--- src/verilog/adcc_pkg.sv ---
/*
 * Shared constants and types of the converter control block:
 * register offsets, field positions, reset values, timing counts,
 * the sequencer states and the analog front-end carrier.
 * Assumes a 200 MHz bus clock and an 8-bit, 8-input converter.
 */
package adcc_pkg;

    // Converter geometry
    localparam int NUM_CH = 8;             // Multiplexed inputs
    localparam int CH_W   = 3;             // Channel index width
    localparam int RES_W  = 8;             // Result width

    // Timing: conversion time as printed, in nanoseconds
    localparam int CONV_TIME_NS = 7500;    // About 7.5 us
    localparam int CLK_MHZ      = 200;     // Bus clock rate
    // Least time, so round up to whole cycles
    localparam int CONV_CYC   = (CONV_TIME_NS * CLK_MHZ + 999) / 1000;
    localparam int BIT_CYC    = CONV_CYC / (RES_W + 1);
    localparam int SAMPLE_CYC = CONV_CYC - RES_W * BIT_CYC;
    localparam int CNT_W      = 11;        // Holds the longest phase

    // Register byte offsets
    localparam logic [7:0] ADDR_MODE   = 8'h00;
    localparam logic [7:0] ADDR_RESULT = 8'h04;
    localparam logic [7:0] ADDR_STATUS = 8'h08;
    localparam logic [7:0] ADDR_MASK   = 8'h0C;

    // Mode register fields
    localparam int MODE_RUN_BIT   = 0;     // Run / stop
    localparam int MODE_SCAN_BIT  = 1;     // 1 scan, 0 select
    localparam int MODE_START_BIT = 2;     // Software start, self-clearing
    localparam int MODE_HWEN_BIT  = 3;     // Trigger pin start enable
    localparam int MODE_CH_LSB    = 4;     // Channel / last scan channel
    localparam int MODE_W         = 7;
    localparam logic [MODE_W-1:0] MODE_RESET = 7'h00;

    // Status and mask fields
    localparam int STAT_W        = 2;
    localparam int STAT_DONE_BIT = 0;      // Result transferred
    localparam int STAT_TRIG_BIT = 1;      // Trigger edge seen
    localparam int STAT_BUSY_BIT = 8;      // Read-only busy
    localparam int STAT_CH_LSB   = 16;     // Read-only current channel
    localparam logic [STAT_W-1:0] MASK_RESET = 2'h0;

    // Mode register layout, msb first
    typedef struct packed {
        logic [CH_W-1:0] chan;             // Channel field
        logic            hw_en;            // Trigger pin enable
        logic            start;            // Always reads zero
        logic            scan;             // Scan when set
        logic            run;              // Converter running
    } adcc_mode_t;

    // Sequencer states
    typedef enum logic [1:0] {
        ST_IDLE,
        ST_SAMPLE,
        ST_BITS
    } adcc_state_t;

    // Analog front-end controls
    typedef struct packed {
        logic             sample;          // Sample-and-hold closed
        logic [CH_W-1:0]  chan;            // Multiplexer select
        logic [RES_W-1:0] dac;             // Trial code to comparator
    } adcc_afe_t;

endpackage : adcc_pkg

--- src/verilog/adcc_top.sv ---
/*
 * Conversion control of an eight-input successive-approximation
 * converter, with an AHB-Lite register slave and a level interrupt.
 * Assumes one slave on the bus (hready is our own hreadyout), an
 * external comparator that reports input above the trial code, and
 * a trigger pin already synchronous to hclk.
 */
// Register access over AHB-Lite and the register addresses are this design's own decisions.
`timescale 1ns/1ps

// Functional notes
// Eight inputs share one conversion engine
// Each outcome lands in the result register
// Successive approximation, about 7.5 us each
// Trigger pin edge starts hardware-start conversion
// Software start bit in mode register starts
// Scan mode steps through channels in sequence
// Select mode repeats one chosen channel
// Mode register holds mode and run/stop
// Each result transfer raises done interrupt
// Trigger pin is edge sensitive, one start
// New result overwrites; scan wraps to first
module adcc_top (
    input  wire logic              hclk,
    input  wire logic              hresetn,
    input  wire logic              hsel,
    input  wire logic [31:0]       haddr,
    input  wire logic [1:0]        htrans,
    input  wire logic              hwrite,
    input  wire logic [2:0]        hsize,
    input  wire logic [31:0]       hwdata,
    input  wire logic              hready,
    output      logic              hreadyout,
    output      logic              hresp,
    output      logic [31:0]       hrdata,
    input  wire logic              external_trigger_input,
    input  wire logic              compare_above,
    output      adcc_pkg::adcc_afe_t afe,
    output      logic              conversion_done_irq
);
    import adcc_pkg::*;

    // Whole state of the block
    typedef struct packed {
        adcc_state_t      st;              // Sequencer state
        logic [CNT_W-1:0] cnt;             // Phase countdown
        logic [2:0]       bitn;            // Bit under trial
        logic [RES_W-1:0] code;            // Trial / decided code
        logic [CH_W-1:0]  chan;            // Channel being converted
        logic             samp;            // Sample phase output
        logic             active;          // Started and not halted
        logic             trig_q;          // Trigger pin, last cycle
        logic             done_ev;         // Result just transferred
        adcc_mode_t       mode;            // Mode register
        logic [RES_W-1:0] result;          // Conversion result
        logic [STAT_W-1:0] stat;           // Sticky events
        logic [STAT_W-1:0] mask;           // Interrupt enables
        logic             irq;             // Interrupt output
        logic             wr_pend;         // Write data phase
        logic             rd_pend;         // Read wait state
        logic [7:0]       addr;            // Latched offset
        logic [31:0]      rdata;           // Read data
        logic             rdy;             // hreadyout
        logic             resp;            // Always OKAY
    } adcc_core_t;

    adcc_core_t        s;                  // Registered state
    adcc_core_t        next_s;             // Next state
    logic              hw_edge;            // Rising edge on trigger pin
    logic              hw_start;           // Edge that may start
    logic              sw_start;           // Software start write
    logic              halt;               // Run bit written zero
    logic [STAT_W-1:0] stat_set;           // Events this cycle
    logic [STAT_W-1:0] w1c;                // Bits software clears
    logic [31:0]       rword;              // Read word under build

    // Next-state logic for bus, sequencer and events
    always_comb begin
        next_s   = s;
        stat_set = '0;
        w1c      = '0;
        rword    = '0;
        next_s.trig_q  = external_trigger_input;
        next_s.done_ev = 1'b0;
        next_s.rdy     = 1'b1;
        next_s.wr_pend = 1'b0;
        next_s.rd_pend = 1'b0;
        next_s.resp    = 1'b0;

        // Only rising edges count, a held level starts nothing
        hw_edge  = external_trigger_input && !s.trig_q;
        hw_start = hw_edge && s.mode.run && s.mode.hw_en;
        sw_start = s.wr_pend && (s.addr == ADDR_MODE)
                   && hwdata[MODE_START_BIT]
                   && hwdata[MODE_RUN_BIT];
        halt     = s.wr_pend && (s.addr == ADDR_MODE)
                   && !hwdata[MODE_RUN_BIT];

        // Address phase: reads get one wait state so that they
        // see any write finishing in the same cycle
        if (hsel && htrans[1] && hready) begin
            next_s.addr    = haddr[7:0];
            next_s.wr_pend = hwrite;
            next_s.rd_pend = !hwrite;
            next_s.rdy     = hwrite;
        end

        // Read data, unmapped offsets read zero
        if (s.rd_pend) begin
            if (s.addr == ADDR_MODE) begin
                rword[MODE_W-1:0] = s.mode;
            end else if (s.addr == ADDR_RESULT) begin
                rword[RES_W-1:0] = s.result;
            end else if (s.addr == ADDR_STATUS) begin
                rword[STAT_W-1:0]             = s.stat;
                rword[STAT_BUSY_BIT]          = s.st != ST_IDLE;
                rword[STAT_CH_LSB +: CH_W]    = s.chan;
            end else if (s.addr == ADDR_MASK) begin
                rword[STAT_W-1:0] = s.mask;
            end
            next_s.rdata = rword;
        end

        // Write data phase, unmapped writes are dropped
        if (s.wr_pend) begin
            if (s.addr == ADDR_MODE) begin
                next_s.mode       = hwdata[MODE_W-1:0];
                next_s.mode.start = 1'b0;
            end else if (s.addr == ADDR_STATUS) begin
                w1c = hwdata[STAT_W-1:0];
            end else if (s.addr == ADDR_MASK) begin
                next_s.mask = hwdata[STAT_W-1:0];
            end
        end

        // Sequencer
        case (s.st)
            ST_IDLE: begin
                // Starts while busy are ignored
                if (sw_start || hw_start) begin
                    next_s.active = 1'b1;
                    next_s.st     = ST_SAMPLE;
                    next_s.samp   = 1'b1;
                    next_s.cnt    = CNT_W'(SAMPLE_CYC - 1);
                    // Scan begins at the first input
                    next_s.chan   = next_s.mode.scan ? '0
                                  : next_s.mode.chan;
                end
            end
            ST_SAMPLE: begin
                if (s.cnt == '0) begin
                    next_s.st   = ST_BITS;
                    next_s.samp = 1'b0;
                    next_s.cnt  = CNT_W'(BIT_CYC - 1);
                    next_s.bitn = 3'(RES_W - 1);
                    next_s.code = 8'h80;
                end else begin
                    next_s.cnt = s.cnt - 1'b1;
                end
            end
            ST_BITS: begin
                if (s.cnt == '0) begin
                    // Keep the trial bit only if input is above
                    next_s.code[s.bitn] = compare_above;
                    if (s.bitn == 3'h0) begin
                        // Older result is simply overwritten
                        next_s.result  = next_s.code;
                        next_s.done_ev = 1'b1;
                        stat_set[STAT_DONE_BIT] = 1'b1;
                        if (next_s.mode.scan) begin
                            // Past the last channel wraps to first
                            next_s.chan =
                                (s.chan >= next_s.mode.chan) ? '0
                                : s.chan + 3'h1;
                        end else begin
                            next_s.chan = next_s.mode.chan;
                        end
                        // Keep converting until stopped
                        next_s.st   = ST_SAMPLE;
                        next_s.samp = 1'b1;
                        next_s.cnt  = CNT_W'(SAMPLE_CYC - 1);
                    end else begin
                        next_s.bitn = s.bitn - 3'h1;
                        next_s.code[s.bitn - 3'h1] = 1'b1;
                        next_s.cnt  = CNT_W'(BIT_CYC - 1);
                    end
                end else begin
                    next_s.cnt = s.cnt - 1'b1;
                end
            end
            default: begin
                next_s.st = ST_IDLE;
            end
        endcase

        // Stop aborts a conversion in flight, no result
        if (halt) begin
            next_s.active = 1'b0;
            next_s.st     = ST_IDLE;
            next_s.samp   = 1'b0;
            // A result falling due in the same cycle is dropped too
            next_s.result  = s.result;
            next_s.done_ev = 1'b0;
            stat_set[STAT_DONE_BIT] = 1'b0;
        end

        // Every detected edge is logged, even if ignored
        if (hw_edge) begin
            stat_set[STAT_TRIG_BIT] = 1'b1;
        end

        // Set wins over a clear in the same cycle
        next_s.stat = (s.stat & ~w1c) | stat_set;
        next_s.irq  = |(next_s.stat & next_s.mask);
    end

    // State register
    always_ff @(posedge hclk or negedge hresetn) begin
        if (!hresetn) begin
            s           <= '0;
            s.mode      <= MODE_RESET;
            s.mask      <= MASK_RESET;
            s.rdy       <= 1'b1;
        end else begin
            s <= next_s;
        end
    end

    // Outputs straight from state flops
    assign hreadyout           = s.rdy;
    assign hresp               = s.resp;
    assign hrdata              = s.rdata;
    assign conversion_done_irq = s.irq;
    // One driver for the whole carrier
    assign afe                 = '{sample: s.samp, chan: s.chan, dac: s.code};

    // Checking: busy cycles of the conversion just finished
    logic [CNT_W-1:0] age;                 // Assertion helper

    // Counts cycles since the current conversion began
    always_ff @(posedge hclk or negedge hresetn) begin
        if (!hresetn) begin
            age <= '0;
        end else if (s.st == ST_IDLE) begin
            age <= '0;
        end else if (s.done_ev) begin
            age <= 11'h001;
        end else begin
            age <= age + 11'h001;
        end
    end
endmodule : adcc_top

--- config.mk ---
export PLATFORM = sky130hd
export DESIGN_NAME = adcc_top
export DESIGN_NICKNAME = d
export VERILOG_FILES = /design/src/verilog/adcc_pkg.sv /design/src/verilog/adcc_top.sv
export SDC_FILE = /design/constraint.sdc
export NUM_CORES = 1
export LEC_CHECK = 0
export ABC_AREA = 1
export BUFFER_PORTS_ARGS = -buffer_cell sky130_fd_sc_hd__buf_2
export CAP_MARGIN = 20
export CORE_ASPECT_RATIO = 0.8
export CORE_MARGIN = 8
export CORE_UTILIZATION = 45
export DETAILED_ROUTE_END_ITERATION = 8
export GPL_TIMING_DRIVEN = 0
export PLACE_DENSITY = 0.71
export SLEW_MARGIN = 20
export SYNTH_ARGS = -nofsm -noshare
export SYNTH_HDL_FRONTEND = slang
export SYNTH_SLANG_ARGS = --single-unit
--- constraint.sdc ---
create_clock -name hclk -period 2.85 [get_ports hclk]
set_clock_uncertainty 0.15 [all_clocks]
set_input_delay 0.57 -clock hclk [delete_from_list [all_inputs] [get_ports hclk]]
set_output_delay 0.57 -clock hclk [all_outputs]
set_load 0.01 [all_outputs]
# Yosys cells after proc, flatten, opt, wreduce, memory -nomap -nowiden

Index checks and enable logic that the tools add are counted.

Bits in latches: 0
Output and inout bits: 47
RAM bits: 0
Input bits: 76
Register bits after elaboration: 71
Memory bits (read-only): 0
Memories: 0

Add/sub/neg operators: 3
Multiplexer cells: 56
Reductions and logical operators: 33
Shift operators: 0
Equal/unequal tests: 14
Multipliers: 0
Bitwise gates (word level): 6
Divide/modulo/power cells: 0
Order comparisons: 5

Operators by type and width:

| kind                    | count |
|---|---|
| $mux W11                | 4 |
| $pmux W11 S3            | 1 |
| $mux W2                 | 16 |
| $pmux W11 S2            | 1 |
| $mux W7                 | 3 |
| $mux W3                 | 6 |
| $eq A8 B4 Y1 const B    | 2 |
| $reduce_and A4 Y1       | 4 |
| $mux W15                | 1 |
| $mux W13                | 1 |
| $mux W1                 | 12 |
| $ne A3 B3 Y1 const B    | 4 |
| $logic_and A1 B1 Y1     | 11 |
| $logic_not A11 Y1       | 1 |
| $sub A11 B1 Y11 const B | 1 |
| $mux W10                | 1 |
| $ne A2 B2 Y1 const B    | 5 |
| $bwmux W8               | 1 |
| $eq A8 B3 Y1 const B    | 1 |
| $logic_not A8 Y1        | 1 |
| $lt A3 B4 Y1 const B    | 2 |
| $mux W4                 | 2 |
| $or A8 B8 Y8            | 1 |
| $demux W1 S3            | 2 |
| other kinds (26)        | 33 |

# Longest topological paths before layout

Word-level depth: 10
Depth in mapped cells: 16
Mapped depth without buffers: 16

# Worst setup path after synthesis

Ideal clock, no wire load.

Path kind: register to register
From: register s[41] (netlist name)
To: register s (netlist bit afe[10])
Cell stages (with the launch flop): 15
Arrival: 1.957 ns
Path slack: 0.665 ns
Period minus slack after synthesis: 2.185 ns
Data required time: 2.623 ns
Setup time: 0.077 ns
Cells stage by stage: dfrtp_1 nor2_4 nand2_4 nor2_4 nand2_4 o21ai_0 inv_1 ha_1 o21ai_0 nand3_1 nand2_1 nand2_1 nand2_1 nand2_1 a21oi_1

RTL lines:

| what                     | RTL line        | RTL |
|---|---|---|
| start: declaration       | adcc_top.sv:67  | `adcc_core_t s;` |
| start signal: assignment | adcc_top.sv:225 | `s <= next_s;` |

==> out/results.tsv <==
metric	value	unit
first-pass GRT wire length	15700	um
switching pwr	1550	uW
clock-pin slew on the worst setup and hold paths	0.06	ns
asr flop ratio synth	100	%
adder-cell share of the synthesized area	3.03	%
Logic pwr share	38.0	%
worst setup path class	flip-flop to flip-flop	
Longest Clk Path Bufs	2	
worst reg-to-reg setup slack	0.35	ns
setup TNS	0	ns
final setup fails	0	
CTS Root Cell	clkbuf_16	
Synth Area in Compound Gates	11.2	%
Synth Warn #	0	
share of cells above drive strength 1	24.5	%
antenna violations before repair	0	
crit path launch type	flip-flop	
largest family of logic cells by synthesized area	simple AND/OR/NAND/NOR gates	
Initial Util	46.0	%
Power Total	4100	uW
total global-route track usage	15.5	%
CTS sink cnt	71	
mux share of post-synthesis cell area	1.36	%
RSZ-0062 raised after global routing	false	
syn avg cell area	7.97	um2
Syn Inst Count	519	
clock power share	29.4	%
die span in y	102	um
Critical Path End Type	flip-flop	
register bit count reported by yosys	71	
core footprint	0.00900	mm2
Final GP Congestion	0.855	
post-detail-place hpwl	7120	um
WL final	9310	um
Layout area overhead	19.9	%
Post-synth EDFFs	0	
Distinct cells, synth	38	
post_cts resized	0	
Detailed Routing Iterations Pass 1	5	
Max Slew Vio Count	0	
CTS tree	built	
Detailed Route Iter0 Violations	222	
Synth Area in XOR/XNOR	0.847	%
Skew-Pair Late Insertion Delay	0.32	ns
setup bufs post-CTS	0	
Fillers	826	
Routed wire per std cell	12.9	um
CTS buffer count	9	
Critical Path AT	2.60	ns
PortBufs	48	
crit-path max FO	9	
status	completed	
cell area after synthesis	0.00414	mm2
Final Hold Viols	0	
GRT Residual Overflow	0	
Area contributors post-synth	dfrtp_1, nand2_1, buf_4	
Synth Area in Simple Gates	25.7	%
Nets	686	
Sw Ratio	37.8	%
# diodes	0	
drt drc	0	
Period Utilization, post-route	87.7	%
die area	0.0125	mm2
I/O pin cnt	123	
worst hold slack	0.249	ns
register area share after synthesis	43.0	%
Synth top area share	42.4	%
number of global-route vias before repair	3341	
Synth Flop Type	dfrtp_1	
vias per cell	4.90	
largest net degree at the start of global routing	53	
leakage dissipation	0.00262	uW
Internal	2550	uW
part of the power in registers	32.6	%
Data required, critical path	2.95	ns
# Max-Cap Violations	0	
post-route ant nets	0	
Power per Cell Area	826	mW/mm2
H-tree Lvls	3	
count leader, synth	nand2_1	
Fmax achieved	400	MHz
Tmin final	2.50	ns
vias	3529	
FP Rows	31	
Die W	123	um
dominant cell type by area after synthesis	dfrtp_1	
Peak VDD IR	0.000447	V
Worst Hold Class	primary input to flip-flop	
Synth top cells by count	nand2_1, dfrtp_1, inv_1	
## timing repair
action                                  CTS  global route
hold buffers                              1             0
hold endpoints to repair                 19             0
endpoints found under the setup margin    0             0
## cells in the final DEF (no fill, tap or decap), drive strengths merged
| cell type | count |
|---|---|
| nand2 | 120 |
| buf | 99 |
| dfrtp | 70 |
| inv | 59 |
| nor2 | 58 |
| o21ai | 47 |
| nand3 | 34 |
| a21oi | 32 |
| conb | 21 |
| clkbuf | 13 |
| ha | 10 |
| nand4 | 8 |
| mux2 | 5 |
| a31oi | 4 |
| nor3 | 4 |
| clkinv | 4 |
| nor4 | 3 |
| a22oi | 2 |
| xor2 | 2 |
| xnor2 | 2 |
| bufinv | 2 |
| or2 | 1 |
| a211oi | 1 |
| o211ai | 1 |
| clkinvlp | 1 |
| dlygate4sd3 | 1 |
| dfstp | 1 |
## path summary, 6_finish.rpt
check	startpoint	to	cells past startpoint
worst max-delay path	s[41]	afe[10]	14
worst min-delay path	external_trigger_input	s[65]	1
worst max register to register	s[41]	afe[10]	14
worst min register to register	hrdata[16]	hrdata[16]	2
max in group asynchronous	hresetn	hreadyout	3
min in group asynchronous	hresetn	hrdata[0]	2
## metal layers
metal	vias to the layer above	track usage (%)	share of wire, %
li1	1780	-	-
met4	0	3.79	0.86
met5	-	0	0
met1	1633	21.7	48
met3	9	3.34	6.4
met2	107	23.9	44
## critical path: stages, from the launching register on
cell and delay (ns):
dfrtp_1 0.40, nor2_4 0.16, nand2_4 0.10, nor2_4 0.17, nand2_4 0.12, o21ai_0 0.26
inv_1 0.10, ha_1 0.30, o21ai_0 0.17, nand3_1 0.09, nand2_1 0.06, nand2_1 0.05
nand2_1 0.11, nand2_1 0.07, a21oi_1 0.12
## power by group through the flow
stage	sequential, uW	combinational (uW)	clock [uW]
2_1_floorplan	1310	1180	0
3_3_place_gp	1350	1500	0
3_5_place_dp	1350	1540	0
4_1_cts	1340	1550	1230
5_1_grt	1370	1780	1270
6_report	1340	1560	1200
## metrics by stage
stage | util, % | instance area, um2 | setup WS [ns] | instances
floorplan | - | 4210 | 0.665 | 539
global placement | 51.1 | 4590 | 0.447 | 702
detailed placement | 51.4 | 4620 | 0.390 | 703
CTS | 55.1 | 4960 | 0.342 | 720
global route | 55.1 | 4960 | 0.157 | 720
finish | 55.1 | 4960 | 0.352 | 720
## registers in the layout (all words and copies together) (netlist names)
name and count:
s 45, conversion_done_irq 1, hrdata 12, hreadyout 1, afe 12
## layout make-up
| type | instances | area, um2 | share of cell area, % |
|---|---|---|---|
| buffer | 52 | 385 | 7.77 |
| clock inverter | 5 | 81.3 | 1.64 |
| tap | 115 | 144 | 2.90 |
| sequential | 71 | 1780 | 35.9 |
| timing repair buffer | 50 | 280 | 5.65 |
| clock buffer | 11 | 243 | 4.90 |
| multi-input combinational | 355 | 1820 | 36.7 |
| inverter | 61 | 229 | 4.62 |
## kinds of logic (layout without fill, tap and decap cells)
logic type,after synthesis,count (layout)
DFF,71,71
and+or+nand+nor,228,228
buffers and inverters,113,179
other,1,21
adders and majority gates,10,10
xor gates and xnor gates,4,4
muxes,5,5
AOI/OAI and AO/OA,87,87
(Power assumes the default switching activity.)
